[config.mk]
export PLATFORM = sky130hd
export DESIGN_NAME = stepper_stall_detect
export DESIGN_NICKNAME = d
export VERILOG_FILES = /design/src/design/stepper_stall_detect.v /design/src/design/us_tick.v /design/src/design/pin_sync.v
export VERILOG_INCLUDE_DIRS = /design/src /design/src/include
export SDC_FILE = /design/constraint.sdc
export NUM_CORES = 1
export LEC_CHECK = 0
export BUFFER_PORTS_ARGS = -buffer_cell sky130_fd_sc_hd__clkbuf_2
export CAP_MARGIN = 25
export CORE_UTILIZATION = 45
export DETAILED_ROUTE_END_ITERATION = 10
export PLACE_DENSITY = 0.72
export RECOVER_POWER = 100
export SLEW_MARGIN = 20
export SYNTH_ARGS = -nofsm -noshare
export SYNTH_HDL_FRONTEND = slang
export SYNTH_HIERARCHICAL = 1
export SYNTH_SLANG_ARGS = --single-unit
[constraint.sdc]
create_clock -name ref_clk -period 3 [get_ports ref_clk]
set_input_delay 0.45 -clock ref_clk [delete_from_list [all_inputs] [get_ports ref_clk]]
set_output_delay 0.45 -clock ref_clk [all_outputs]
set_load 0.03 [all_outputs]
[src/include/stall_detect_consts.vh]
// Constants for the stepper stall detector: register map, fields, resets, timing.
// Assumes a 100 MHz ref_clk and a plain register port with one-cycle read latency.
// Notes on behaviour
// - Source select bit 0 uses internal detector, 1 defers to external; resets to 0.
// - Wait the 3-bit coded sample delay, 50 to 1000 us, before sampling; reset code 001.
// - Compare scaled back EMF with 8-bit threshold in stall bits 7-0; reset 0x40.
// - Stall output low after 1, 2, 4 or 8 below-threshold steps per 2-bit count field.
// - Scale back EMF by 32, 16, 8 or 4 per bits 11-10 before compare; reset 00.
// - Raising threshold or lowering divider setting makes stall trip at higher motor speed.
`ifndef STALL_DETECT_CONSTS_VH
`define STALL_DETECT_CONSTS_VH

`define ADDR_W            3
`define DATA_W            12
`define ADDR_CONTROL      3'h0
`define ADDR_CURRENT      3'h1
`define ADDR_STALL        3'h5
`define ADDR_IRQ_STATUS   3'h6
`define ADDR_IRQ_MASK     3'h7

`define CTRL_SRC_BIT      7
`define DELAY_LSB         8
`define DELAY_MSB         10
`define THR_LSB           0
`define THR_MSB           7
`define CNT_LSB           8
`define CNT_MSB           9
`define DIV_LSB           10
`define DIV_MSB           11

`define CONTROL_RESET     12'h000
`define CURRENT_RESET     12'h100
`define STALL_RESET       12'h040
`define IRQ_MASK_RESET    2'h0

`define IRQ_STALL_BIT     0
`define IRQ_SAMPLE_BIT    1

`define CLK_MHZ           100
`define US_PER_TICK       1
`define TICK_CYCLES       (`US_PER_TICK * `CLK_MHZ)
`define DELAY_US_0        10'd50
`define DELAY_US_1        10'd100
`define DELAY_US_2        10'd200
`define DELAY_US_3        10'd300
`define DELAY_US_4        10'd400
`define DELAY_US_5        10'd600
`define DELAY_US_6        10'd800
`define DELAY_US_7        10'd1000

`endif

[src/design/stepper_stall_detect.v]
// Stall detector: sample delay, back EMF scaling, threshold compare, step count.
// Assumes back EMF arrives as a synchronous 12-bit code; step and external stall are pins.
`include "stall_detect_consts.vh"
module stepper_stall_detect #(
    parameter BEMF_W = 12
) (
    input  wire              ref_clk,
    input  wire              resetn,
    input  wire [2:0]        reg_addr,
    input  wire [11:0]       reg_wdata,
    input  wire              reg_write,
    input  wire              reg_read,
    output reg  [11:0]       reg_rdata,
    input  wire              step_pin,
    input  wire [BEMF_W-1:0] bemf_code,
    input  wire              ext_stall_n,
    output reg               stall_out_n,
    output reg               bemf_out_n,
    output wire              irq
);
    localparam ST_IDLE = 3'b001;
    localparam ST_WAIT = 3'b010;
    localparam ST_CMP  = 3'b100;

    reg  [11:0] control_config;
    reg  [11:0] current_scale_config;
    reg  [11:0] stall_detect_config;
    reg  [1:0]  irq_status;
    reg  [1:0]  irq_mask;
    reg  [2:0]  state;
    reg  [9:0]  wait_us;
    reg  [3:0]  below_count;
    reg         step_prev;
    reg         internal_stall_n;
    wire        tick;
    wire        step_level;

    wire        stall_source_select = control_config[`CTRL_SRC_BIT];
    wire [2:0]  bemf_sample_delay   = current_scale_config[`DELAY_MSB:`DELAY_LSB];
    wire [7:0]  stall_threshold     = stall_detect_config[`THR_MSB:`THR_LSB];
    wire [1:0]  stall_step_count    = stall_detect_config[`CNT_MSB:`CNT_LSB];
    wire [1:0]  bemf_divider        = stall_detect_config[`DIV_MSB:`DIV_LSB];

    us_tick u_tick (
        .ref_clk (ref_clk),
        .resetn  (resetn),
        .tick    (tick)
    );

    pin_sync u_step (
        .ref_clk (ref_clk),
        .resetn  (resetn),
        .pin     (step_pin),
        .level   (step_level)
    );

    function [9:0] delay_us;
        input [2:0] code;
        begin
            case (code)
                3'h0:    delay_us = `DELAY_US_0;
                3'h1:    delay_us = `DELAY_US_1;
                3'h2:    delay_us = `DELAY_US_2;
                3'h3:    delay_us = `DELAY_US_3;
                3'h4:    delay_us = `DELAY_US_4;
                3'h5:    delay_us = `DELAY_US_5;
                3'h6:    delay_us = `DELAY_US_6;
                default: delay_us = `DELAY_US_7;
            endcase
        end
    endfunction

    // Code 00 divides by 32, each step up halves the divisor
    function [BEMF_W-1:0] scale_bemf;
        input [BEMF_W-1:0] raw;
        input [1:0]        div;
        begin
            scale_bemf = raw >> (3'h5 - {1'b0, div});
        end
    endfunction

    function [3:0] steps_needed;
        input [1:0] code;
        begin
            case (code)
                2'h0:    steps_needed = 4'h1;
                2'h1:    steps_needed = 4'h2;
                2'h2:    steps_needed = 4'h4;
                default: steps_needed = 4'h8;
            endcase
        end
    endfunction

    wire             step_rise = step_level & ~step_prev;
    wire [BEMF_W-1:0] scaled   = scale_bemf(bemf_code, bemf_divider);
    // Larger threshold or smaller divider setting means more speed needed to stay above
    wire             below     = scaled < {{(BEMF_W-8){1'b0}}, stall_threshold};
    wire [3:0]       need      = steps_needed(stall_step_count);
    // Against need-1, since below_count does not yet include the current below-threshold step
    wire             reached   = below_count >= need - 4'h1;

    reg  [2:0] next_state;
    reg  [3:0] next_count;
    reg        stall_event;
    reg        sample_event;

    always @* begin
        next_state   = state;
        next_count   = below_count;
        stall_event  = 1'b0;
        sample_event = 1'b0;
        case (state)
            ST_IDLE: begin
                if (step_rise)
                    next_state = ST_WAIT;
            end
            ST_WAIT: begin
                if (tick && wait_us == delay_us(bemf_sample_delay) - 10'd1)
                    next_state = ST_CMP;
            end
            ST_CMP: begin
                next_state = ST_IDLE;
                if (below) begin
                    sample_event = 1'b1;
                    if (below_count != 4'hF)
                        next_count = below_count + 4'h1;
                    if (reached)
                        stall_event = 1'b1;
                end else begin
                    next_count = 4'h0;
                end
            end
            default: next_state = ST_IDLE;
        endcase
    end

    always @(posedge ref_clk or negedge resetn) begin
        if (!resetn) begin
            state       <= ST_IDLE;
            wait_us     <= 10'd0;
            below_count <= 4'h0;
            step_prev   <= 1'b0;
            stall_out_n <= 1'b1;
            internal_stall_n <= 1'b1;
            bemf_out_n  <= 1'b1;
        end else begin
            state       <= next_state;
            below_count <= next_count;
            step_prev   <= step_level;
            if (state != ST_WAIT)
                wait_us <= 10'd0;
            else if (tick)
                wait_us <= wait_us + 10'd1;
            if (state == ST_CMP) begin
                bemf_out_n       <= ~below;
                internal_stall_n <= ~(reached & below);
            end
            // External source passes the outside detector through one register, a cycle late
            // Back on internal, the held internal result shows, not a stale external level
            if (stall_source_select)
                stall_out_n <= ext_stall_n;
            else if (state == ST_CMP)
                stall_out_n <= ~(reached & below);
            else
                stall_out_n <= internal_stall_n;
        end
    end

    // Registers; status is cleared by its read, a same-cycle event still sets
    always @(posedge ref_clk or negedge resetn) begin
        if (!resetn) begin
            control_config       <= `CONTROL_RESET;
            current_scale_config <= `CURRENT_RESET;
            stall_detect_config  <= `STALL_RESET;
            irq_status           <= 2'h0;
            irq_mask             <= `IRQ_MASK_RESET;
            reg_rdata            <= 12'h000;
        end else begin
            if (reg_write) begin
                case (reg_addr)
                    `ADDR_CONTROL:  control_config       <= reg_wdata;
                    `ADDR_CURRENT:  current_scale_config <= reg_wdata;
                    `ADDR_STALL:    stall_detect_config  <= reg_wdata;
                    `ADDR_IRQ_MASK: irq_mask             <= reg_wdata[1:0];
                    default: ;
                endcase
            end
            if (reg_read && reg_addr == `ADDR_IRQ_STATUS)
                irq_status <= {sample_event, stall_event & ~stall_source_select};
            else
                irq_status <= irq_status | {sample_event, stall_event & ~stall_source_select};
            if (reg_read) begin
                case (reg_addr)
                    `ADDR_CONTROL:    reg_rdata <= control_config;
                    `ADDR_CURRENT:    reg_rdata <= current_scale_config;
                    `ADDR_STALL:      reg_rdata <= stall_detect_config;
                    `ADDR_IRQ_STATUS: reg_rdata <= {10'h000, irq_status};
                    `ADDR_IRQ_MASK:   reg_rdata <= {10'h000, irq_mask};
                    default:          reg_rdata <= 12'h000;
                endcase
            end else begin
                reg_rdata <= 12'h000;
            end
        end
    end

    assign irq = |(irq_status & irq_mask);
endmodule

[src/design/us_tick.v]
// Divider giving a one-cycle pulse every microsecond.
// Assumes ref_clk at the rate named in the constants header.
`include "stall_detect_consts.vh"
module us_tick #(
    parameter DIVIDE = `TICK_CYCLES
) (
    input  wire ref_clk,
    input  wire resetn,
    output reg  tick
);
    reg [7:0] count;

    always @(posedge ref_clk or negedge resetn) begin
        if (!resetn) begin
            count <= 8'h00;
            tick  <= 1'b0;
        end else if (count == DIVIDE[7:0] - 8'h01) begin
            count <= 8'h00;
            tick  <= 1'b1;
        end else begin
            count <= count + 8'h01;
            tick  <= 1'b0;
        end
    end
endmodule

[src/design/pin_sync.v]
// Three-stage synchroniser with agreement filter for one pin.
// Assumes the pin is asynchronous to ref_clk.
module pin_sync (
    input  wire ref_clk,
    input  wire resetn,
    input  wire pin,
    output reg  level
);
    reg s1;
    reg s2;
    reg s3;

    // First stage feeds only the second
    always @(posedge ref_clk or negedge resetn) begin
        if (!resetn) begin
            s1    <= 1'b0;
            s2    <= 1'b0;
            s3    <= 1'b0;
            level <= 1'b0;
        end else begin
            s1 <= pin;
            s2 <= s1;
            s3 <= s2;
            if (s2 == s3)
                level <= s3;
        end
    end
endmodule

==> results.md, run 1 <==
- Status: finished with violations
- Violations in the final reports: max-capacitance violations, max-slew violations
- Number of flops mapped to enable cells by yosys: 0
- Die span in x: 101.8 um
- Pwr dens: 596.0 mW/mm^2
- Main combinational cell family by area after synthesis: multiplexers
- Core ar.: 0.009729 sq mm
- CTS Buffer Depth: 2
- Synth Area in XOR/XNOR: 2.930%
- Reg power frac: 46.9%
- Post-Syn Nets: 452
- Post-synth top cells: 80 x dfrtp_1, 41 x nor2_1, 35 x mux2_2
- Layout area overhead: 11.55%
- Yosys Warn Count: 6
- First-pass GRT wire length: 15520 um
- Diode count: 0
- Post-CTS Setup Bufs: 0
- GRT Total Usage: 19.37%
- GRT overflow: 0
- Crit Path Category: reg -> reg
- Die Span Y: 101.8 um
- Int Power: 2.113 mW
- Fin crit share: 87.90%
- Leak pwr: 2.189 nW
- Area contributors post-synth: dfrtp_1 45%, mux2_2 8.8%, mux2i_1 4.5%
- # H-tree levels: 3
- Nets: 494
- Compound-cell area share of the yosys netlist: 9.431%
- Number of max-cap violations: 1
- Vias/cell: 5.388
- Iter 0 DRT Violations: 104
- DRT Pass-1 Iters: 4
- Main flop type after synthesis: dfrtp_1
- Share of the synthesized area in the top cell type: 44.64%
- Synthesized area per cell: 11.07 sq um
- Fillers: 925
- Clock transition at path regs: 0.10 ns
- Clock power share: 31.4%
- Vias in the first global route: 3238
- Reg2reg start: stall_detect_config[10]$_DFFE_PN0P_
- CTS tree: done
- Setup violators final: 0
- Seq/Total Area, Yosys: 48.16%
- Peak supply drop: 220.0 uV
- Clock sink total: 86
- CTS Hold Bufs: 0
- Synth unique cells: 64
- Row Count: 36
- Crit path buf inv count: 0
- Switching share of total power: 29.13%
- Required @ worst endpoint: 3.30 ns
- IO Pins: 48
- Die Area: 0.01037 sq mm
- Finished Layout Cells: 585
- Post_cts resized: 0
- Highest clock rate: 379.2 MHz
- Largest net degree at the start of global routing: 87
- Port buffer count: 45
- Syn Inst Count: 405
- Num CTS Buffers: 9
- Core Util, Final: 51.41%
- Tmin final: 2.637 ns
- Post-Synth Simple-Gate Area: 15.21%
- Total power: 2.982 mW
- Crit path cell chain: mux4_2 -> ha_1 -> and4_1 -> a221oi_1 -> o211a_2 -> o311a_1 -> a22o_1
- Multi-input logic area: 0.002122 sq mm
- Critical path arrival: 2.94 ns
- Combinational power share: 21.6%
- Hold Fails Final Rpt: 0
- Hold crit path type: in -> reg
- Hold Slack: 0.2086 ns
- Top Family by Delay on Critical Path: compound AO/OA/AOI/OAI gates
- Placer congestion estimate: 0.8560
- Worst path max stage delay: 0.58 ns
- Wire per inst: 15.14 um
- Final setup TNS: 0 ns
- Worst setup path start: stall_detect_config[10]$_DFFE_PN0P_
- Antenna Nets Post-Route: 0
- DR vias: 3152
- Synth area leader: dfrtp_1
- Switch Pwr: 0.8684 mW
- Post-Syn Area: 0.004484 sq mm
- Post-synth ARST share: 100.0%
- Clk_lat worst skew: 0.36 ns
- CP endpoint kind: flop
- Antenna violations before repair: 0
- Post-Route Skew: 0.01113 ns
- Number of placed instances, taps included: 569
- RSZ-0062 raised after global routing: no
- Post-synthesis adder-cell area fraction: 4.157%
- CP max FO: 6
- Initial Util: 46.09%
- DRC violations left: 0
- Slew HR: -38.55%
- Critical Path Start Type: flop
- Worst hold start: step_pin
- Layout cell share with drive strength beyond 1: 21.90%
- Post-DP HPWL: 6091 um
- Synthesized flop and latch total: 86
- Storage cell area: 0.002160 sq mm
- Post-synthesis mux area share: 16.35%
- Most numerous cell in the Yosys netlist: dfrtp_1
- Worst-Margin Slew: 2.078 ns
- Root Driver: clkbuf_8
- Final WL: 8858 um
- Slew Limit Fails: 87
- Crit path max-delay cell type: mux4_2
[cells by family after synthesis]
kind of cell | count (synthesis)
AND/OR/NAND/NOR | 122
multiplexers | 62
XOR/XNOR | 15
flip-flops | 86
buffers and inverters | 41
adder cells (fa/ha/maj) | 15
AO/OA/AOI/OAI | 64
[cell type report]
class	count	area share (%)
clock buffer	10	2.751
clock inverter	6	1.826
inverter	18	1.351
multi-input combinational	278	42.42
sequential	86	43.17
tap	133	3.327
timing repair buffer	54	5.153
[sequential cells by signal, summed over array words and instances (netlist names), 2 cells and up]
signal and count:
irq_status 2, stall_detect_config 12, u_tick/count 8, reg_rdata 12, control_config 12, irq_mask 2
below_count 4, state 3, current_scale_config 12, wait_us 10
[metal layers]
layer / wire [um] / global-route usage [%] / vias to the layer above / share of wire, %
li1: - / - / 1527 / -
met1: 4215 / 25.85 / 1567 / 48
met2: 4274 / 32.02 / 49 / 48
met3: 243 / 2.736 / 9 / 2.7
met4: 124 / 7.802 / 0 / 1.4
met5: 0 / 0 / - / 0
[cells in the final DEF, fill, tap and decap left out, types with 3 or more instances in the layout]
master     n
dfrtp_1   80
nor2_1    41
mux2_2    35
clkbuf_2  29
a21oi_1   23
nand2_1   20
mux2i_1   20
clkbuf_1  20
inv_1     17
ha_1      14
nand3_1   11
o21ai_0   10
clkbuf_8  10
xnor2_1    9
nor2b_1    8
xor2_1     6
nor3_1     5
mux4_2     5
buf_4      5
nand4b_1   4
a22o_1     4
nand3b_1   4
nand4_1    4
dfstp_2    4
nand2b_1   3
a211oi_1   3
o22ai_1    3
or4bb_1    3
and3_1     3
inv_6      3
[power by group through the flow]
stage | registers, mW | logic (mW) | clock network [mW]
3_3_place_gp | 1.42 | 0.637 | 0
5_1_grt | 1.43 | 0.726 | 1.01
4_1_cts | 1.40 | 0.665 | 0.958
3_5_place_dp | 1.43 | 0.662 | 0
2_1_floorplan | 1.41 | 0.487 | 0
6_report | 1.40 | 0.644 | 0.938
[through the flow]
stage          setup WS (ns)  instance area, sq um
2_1_floorplan         0.3259                  4484
3_3_place_gp          0.4233                  4851
3_5_place_dp          0.3417                  4851
4_1_cts               0.3166                  5080
5_1_grt               0.1751                  5002
6_report              0.3631                  5002
[path summary, 6_finish.rpt]
check / endpoint / slack, ns / cells past startpoint
worst max register to register: irq_status[0]$_DFF_PN0_ / 0.36 / 7
worst min register to register: u_step/s2$_DFF_PN0_ / 0.35 / 0
worst min-delay path: u_step/s1$_DFF_PN0_ / 0.21 / 1
min in group asynchronous: u_step/s3$_DFF_PN0_ / 0.70 / 1
worst max-delay path: irq_status[0]$_DFF_PN0_ / 0.36 / 7
max in group asynchronous: current_scale_config[5]$_DFFE_PN0P_ / 1.11 / 1
(Power assumes the default switching activity.)
==> run 2, diff against run 1 <==
--- a/config.mk
+++ b/config.mk
@@ -15,5 +15,4 @@
 export SLEW_MARGIN = 20
 export SYNTH_ARGS = -nofsm -noshare
 export SYNTH_HDL_FRONTEND = slang
-export SYNTH_HIERARCHICAL = 1
 export SYNTH_SLANG_ARGS = --single-unit
==> run 2 against run 1 <==
Against the previous run:
- via count shrank 1.4%
- worst hold slack worse by 0.0012 ns
- largest cell class unchanged
- the flow still finishes with violations (max-capacitance violations, max-slew violations)
- worst setup slack got worse by 0.22 ns
- sequential share of layout area increased by 1.1 points
- combinational power shrank 0.6%
- sequential power about the same
==> results.md, run 2 <==
- Status: finished with violations
- Violations in the final reports: max-capacitance violations, max-slew violations
- Clock sink total: 86 (unchanged)
- Pwr dens: 576.1 mW/mm^2 (-3.3%)
- Fillers: 850 (-8.1%)
- Crit path max-delay cell type: dfrtp_1
- Iter 0 DRT Violations: 95 (-8.7%)
- Hold Fails Final Rpt: 0 (unchanged)
- Layout cell share with drive strength beyond 1: 21.73% (-0.17 points)
- Fin crit share: 95.13% (+7.2 points)
- Syn Inst Count: 404 (-0.25%)
- Post-DP HPWL: 6019 um (-1.2%)
- Post-Syn Nets: 451 (-0.22%)
- CP max FO: 7 (+1)
- Storage cell area: 0.002160 sq mm (unchanged)
- Placed Area: 0.004735 sq mm (-2.4%)
- Synth unique cells: 52 (-19%)
- Critical path arrival: 3.14 ns (+0.20 ns)
- Port buffer count: 45 (unchanged)
- RSZ-0062 raised after global routing: no
- Seq/Total Area, Yosys: 49.43% (+1.3 points)
- CTS Buffer Depth: 2 (unchanged)
- IO Pins: 48 (unchanged)
- Post-CTS Setup Bufs: 0 (unchanged)
- Number of max-cap violations: 1 (unchanged)
- Die Span Y: 100.5 um (-1.3%)
- GRT Total Usage: 18.88% (-0.49 points)
- First-pass GRT wire length: 14830 um (-4.4%)
- Initial Util: 46.84% (+0.75 points)
- Placer congestion estimate: 0.8260 (-3.5%)
- DR vias: 3109 (-1.4%)
- Setup violators final: 0 (unchanged)
- Slew Limit Fails: 87 (unchanged)
- Clk_lat worst skew: 0.35 ns (about the same)
- Post-synth top cells: 80 x dfrtp_1, 49 x nor2_1, 37 x mux2_2
- Wire per inst: 15.07 um (-0.45%)
- Antenna Nets Post-Route: 0 (unchanged)
- Critical Path Start Type: flop
- Layout area overhead: 11.66% (about the same)
- Antenna violations before repair: 0 (unchanged)
- Required @ worst endpoint: 3.29 ns (about the same)
- Top Family by Delay on Critical Path: compound AO/OA/AOI/OAI gates
- Area contributors post-synth: dfrtp_1 46%, mux2_2 9.5%, mux2i_1 5.0%
- Peak supply drop: 234.4 uV (+6.5%)
- CTS tree: done
- Vias in the first global route: 3067 (-5.3%)
- Hold crit path type: in -> reg
- Leak pwr: 2.156 nW (-1.5%)
- CTS Hold Bufs: 0 (unchanged)
- Slew HR: -39.30% (-0.76 points)
- Tmin final: 2.854 ns (+0.2169 ns)
- # H-tree levels: 3 (unchanged)
- DRC violations left: 0 (unchanged)
- Worst path max stage delay: 0.52 ns (-0.06 ns)
- Main flop type after synthesis: dfrtp_1
- Post-Syn Area: 0.004369 sq mm (-2.6%)
- Crit path cell chain: buf_4 -> mux4_2 -> ha_1 -> and3_1 -> a21o_1 -> a311oi_4 -> and3_1 -> a22o_1
- Nets: 493 (-0.20%)
- Crit Path Category: reg -> reg
- Die span in x: 100.5 um (-1.3%)
- Yosys Warn Count: 0 (-6)
- Post-synth ARST share: 100.0% (unchanged)
- Multi-input logic area: 0.002063 sq mm (-2.8%)
- Clock transition at path regs: 0.09 ns (about the same)
- Most frequent cells in the layout: 80 x dfrtp_1, 49 x nor2_1, 37 x mux2_2
- Diode count: 0 (unchanged)
- Core ar.: 0.009328 sq mm (-4.1%)
- Num CTS Buffers: 9 (unchanged)
- GRT overflow: 0 (unchanged)
- DRT Pass-1 Iters: 4 (unchanged)
- Flop2flop setup slack: 0.15 ns (-0.22 ns)
- Highest clock rate: 350.4 MHz (-7.6%)
- Post_cts resized: 0 (unchanged)
- Die Area: 0.01011 sq mm (-2.5%)
- Worst path most repeated cell: and3_1
- Total power: 2.811 mW (-5.7%)
- Synthesized area per cell: 10.81 sq um (-2.3%)
- Hold Slack: 0.2073 ns (-0.001215 ns)
- Vias/cell: 5.360 (-0.51%)
- Largest net degree at the start of global routing: 87 (unchanged)
- Synth area leader: dfrtp_1
- Final setup TNS: 0 ns (unchanged)
- Synthesized flop and latch total: 86 (unchanged)
- Worst-Margin Slew: 2.090 ns (+0.01136 ns)
- Share of the synthesized area in the top cell type: 45.82% (+1.2 points)
- Most numerous cell in the Yosys netlist: dfrtp_1
- Number of flops mapped to enable cells by yosys: 0 (unchanged)
- Final WL: 8743 um (-1.3%)
- Commonest non-fill, non-tap cell in the layout: dfrtp_1
- Post-Route Skew: 0.01216 ns (+0.001031 ns)
- CP endpoint kind: flop
- Crit path buf inv count: 1 (+1)
- Root Driver: clkbuf_8
- Final instance area: 0.004878 sq mm (-2.5%)
- Row Count: 35 (-2.8%)
run 2: cell types whose count changed after synthesis, moves of 3 or more:
cell      change
xor2_1        +4
a21oi_1       +4
nor2b_1       -4
clkbuf_1      +5
nor3_1        -4
buf_2         -3
or4bb_1       -3
nor2_1        +8
run 2: power breakdown:
part,internal (mW),switching [mW],leakage [nW]
clock,0.328,0.419,0.0889
combinational,0.312,0.328,0.993
sequential,1.30,0.124,1.07
total,1.94,0.871,2.16
run 2: per-layer routing:
| layer | track usage (%) | routed length [um] | vias to the layer above |
|---|---|---|---|
| met1 | 25.73 | 4026 | 1525 |
| met2 | 30.72 | 4267 | 68 |
| met3 | 2.774 | 321 | 11 |
| li1 | - | - | 1505 |
| met5 | 0 | 0 | - |
| met4 | 7.023 | 128 | 0 |
run 2: area by class of cell:
class | count | area share (%)
sequential | 86 | 44.27
multi-input combinational | 280 | 42.29
timing repair buffer | 54 | 5.206
tap | 129 | 3.309
clock buffer | 10 | 2.821
inverter | 15 | 1.154
clock inverter | 6 | 0.9490
run 2: cells by family after synthesis:
kind of cell	after synthesis	synth area share, %
muxes	62	16.12
adders and majority gates	15	4.238
xor gates and xnor gates	17	3.408
buffers and inverters	38	3.494
DFF	86	49.43
and+or+nand+nor	121	13.55
AOI/OAI and AO/OA	65	9.765
run 2: worst paths after layout:
kind	from	endpoint	cells past startpoint
max in group asynchronous	resetn	control_config[8]$_DFFE_PN0P_	1
min in group asynchronous	resetn	reg_rdata[11]$_DFF_PN0_	1
worst max register to register	stall_detect_config[10]$_DFFE_PN0P_	irq_status[0]$_DFF_PN0_	8
worst max-delay path	stall_detect_config[10]$_DFFE_PN0P_	irq_status[0]$_DFF_PN0_	8
worst min register to register	u_step.s1$_DFF_PN0_	u_step.s2$_DFF_PN0_	0
worst min-delay path	step_pin	u_step.s1$_DFF_PN0_	1
run 2: stage by stage:
| stage | worst slack (ns) | util (%) | cells |
|---|---|---|---|
| 2_1_floorplan | 0.2528 | - | 404 |
| 3_3_place_gp | 0.2418 | 50.76 | 563 |
| 3_5_place_dp | 0.2041 | 50.76 | 563 |
| 4_1_cts | 0.1566 | 52.73 | 579 |
| 5_1_grt | 0.007832 | 52.30 | 580 |
| 6_report | 0.1462 | 52.30 | 580 |
run 2: worst register-to-register path, cell delays in order (launching register included):
cell and delay (ns):
dfrtp_1 0.52, buf_4 0.20, mux4_2 0.50, ha_1 0.30, and3_1 0.23, a21o_1 0.22, a311oi_4 0.40, and3_1 0.28
a22o_1 0.15
==> run 3, diff against run 2 <==
--- a/config.mk
+++ b/config.mk
@@ -8,9 +8,11 @@
 export LEC_CHECK = 0
 export BUFFER_PORTS_ARGS = -buffer_cell sky130_fd_sc_hd__clkbuf_2
 export CAP_MARGIN = 25
+export CELL_PAD_IN_SITES_DETAIL_PLACEMENT = 0
+export CELL_PAD_IN_SITES_GLOBAL_PLACEMENT = 1
 export CORE_UTILIZATION = 45
 export DETAILED_ROUTE_END_ITERATION = 10
-export PLACE_DENSITY = 0.72
+export PLACE_DENSITY = 0.85
 export RECOVER_POWER = 100
 export SLEW_MARGIN = 20
 export SYNTH_ARGS = -nofsm -noshare
==> run 3 against run 2 <==
Against the previous run:
- the flow still finishes with violations (max-capacitance violations, max-slew violations)
- core utilization increased by 0.16 points
- clock skew decreased by 0.0038 ns
- sequential share of layout area decreased by 0.11 points
- via count about the same
- worst setup slack improved by 0.049 ns
- routed wire length decreased by 0.89%
- final cell count decreased by 0.52%
- total power increased by 2.2%
==> results.md, run 3 (synthesized netlist as in run 2, its figures left out) <==
- Worst path max stage delay: 0.46 ns (-0.06 ns)
- Port buffer count: 45 (unchanged)
- Core Util, Final: 52.46% (+0.16 points)
- RSZ-0062 raised after global routing: no
- GRT overflow: 0 (unchanged)
- Fillers: 863 (+1.5%)
- Tmin final: 2.804 ns (-0.04936 ns)
- Required @ worst endpoint: 3.29 ns (about the same)
- Slew Limit Fails: 41 (-53%)
- Worst path most repeated cell: mux2i_1
- Num CTS Buffers: 9 (unchanged)
- Post_cts resized: 0 (unchanged)
- Leak pwr: 2.159 nW (+0.15%)
- Row Count: 35 (unchanged)
- DR vias: 3107 (-0.064%)
- Commonest non-fill, non-tap cell in the layout: dfrtp_1
- Setup violators final: 0 (unchanged)
- Vias/cell: 5.385 (+0.46%)
- DRT Pass-1 Iters: 4 (unchanged)
- Post-Route Skew: 0.008348 ns (-0.003815 ns)
- CTS Buffer Depth: 2 (unchanged)
- Worst-Margin Slew: 2.317 ns (+0.2274 ns)
- Die span in x: 100.5 um (unchanged)
- Vias in the first global route: 3155 (+2.9%)
- Slew HR: -54.46% (-15 points)
- Critical Path Start Type: flop
- IO Pins: 48 (unchanged)
- Critical path arrival: 3.10 ns (-0.04 ns)
- Violations in the final reports: max-capacitance violations, max-slew violations
- Wire per inst: 15.02 um (-0.38%)
- Core ar.: 0.009328 sq mm (unchanged)
- Iter 0 DRT Violations: 124 (+31%)
- Flop2flop setup slack: 0.20 ns (+0.05 ns)
- Final setup TNS: 0 ns (unchanged)
- Top Family by Delay on Critical Path: compound AO/OA/AOI/OAI gates
- Clk_lat worst skew: 0.35 ns (about the same)
- Die Area: 0.01011 sq mm (unchanged)
- Diode count: 0 (unchanged)
- Total power: 2.872 mW (+2.2%)
- Clock sink total: 86 (unchanged)
- Post-DP HPWL: 6076 um (+0.94%)
- Multi-input logic area: 0.002057 sq mm (-0.30%)
- DRC violations left: 0 (unchanged)
- Finished Layout Cells: 577 (-0.52%)
- Number of placed instances, taps included: 561 (-0.36%)
- CTS tree: done
- Initial Util: 46.84% (unchanged)
- Crit path cell chain: buf_4 -> mux2i_1 -> mux2i_1 -> ha_1 -> nand3_1 -> a31oi_1 -> a221o_1 -> a311oi_4 -> and3_1 -> a22o_1
- First-pass GRT wire length: 14860 um (+0.23%)
- Crit path max-delay cell type: dfrtp_2
- Crit Path Category: reg -> reg
- Hold crit path type: in -> reg
- Largest net degree at the start of global routing: 47 (-46%)
- Status: finished with violations
- CP max FO: 7 (unchanged)
- Highest clock rate: 356.6 MHz (+1.8%)
- Final WL: 8665 um (-0.89%)
- Placer congestion estimate: 0.8700 (+5.3%)
- Peak supply drop: 316.1 uV (+35%)
- Root Driver: clkbuf_8
- Die Span Y: 100.5 um (unchanged)
- Number of max-cap violations: 1 (unchanged)
- Layout cell share with drive strength beyond 1: 21.21% (-0.52 points)
- Clock transition at path regs: 0.08 ns (about the same)
- Nets: 490 (-0.61%)
- Antenna violations before repair: 0 (unchanged)
- Crit path buf inv count: 1 (unchanged)
- CP endpoint kind: flop
- Hold Fails Final Rpt: 0 (unchanged)
- Post-CTS Setup Bufs: 0 (unchanged)
- Layout area overhead: 12.00%
- Pwr dens: 586.9 mW/mm^2 (+1.9%)
- Most frequent cells in the layout: 79 x dfrtp_1, 49 x nor2_1, 37 x mux2_2
- # H-tree levels: 3 (unchanged)
- CTS Hold Bufs: 0 (unchanged)
- GRT Total Usage: 19.05% (+0.17 points)
- Fin crit share: 93.48% (-1.6 points)
- Storage cell area: 0.002161 sq mm (about the same)
- Antenna Nets Post-Route: 0 (unchanged)
run 3: cell types whose count changed in the layout (fill, tap and decap cells not counted), sizes merged:
cell    delta
buf        -1
clkinv     -2
clkbuf     -1
bufinv     +1
run 3: power breakdown:
part	switching, mW	total [mW]	internal (mW)
registers	0.125	1.43	1.30
clock network	0.406	0.815	0.409
logic	0.321	0.631	0.310
run 3: area by class of cell:
type	count	share of cell area (%)
clock buffer	11	2.889
clock inverter	5	1.202
inverter	15	1.151
multi-input combinational	280	42.04
sequential	86	44.16
tap	129	3.298
timing repair buffer	51	5.267
run 3: final timing paths:
| kind | start | to | cells after the start |
|---|---|---|---|
| max | stall_detect_config[10]$_DFFE_PN0P_ | irq_status[0]$_DFF_PN0_ | 10 |
| min | step_pin | u_step.s1$_DFF_PN0_ | 1 |
| max reg2reg | stall_detect_config[10]$_DFFE_PN0P_ | irq_status[0]$_DFF_PN0_ | 10 |
| min reg2reg | u_step.s1$_DFF_PN0_ | u_step.s2$_DFF_PN0_ | 0 |
| max in group asynchronous | resetn | stall_detect_config[8]$_DFFE_PN0P_ | 1 |
| min in group asynchronous | resetn | reg_rdata[2]$_DFF_PN0_ | 1 |
run 3: routing by layer:
layer | part of all wire, % | track usage [%]
met5 | 0 | 0
met1 | 46 | 24.41
met2 | 49 | 31.51
met4 | 1.4 | 7.581
met3 | 3.4 | 4.161
run 3: stage by stage:
stage	worst slack [ns]	instance area [sq um]	hold slack (ns)
after detailed placement	0.1123	4740	0.3379
after CTS	0.09332	4940	0.08771
after global placement	0.1899	4712	0.3367
final	0.1956	4893	0.2103
after global routing	0.004466	4893	0.1935
after floorplan	0.2528	4369	0.1544
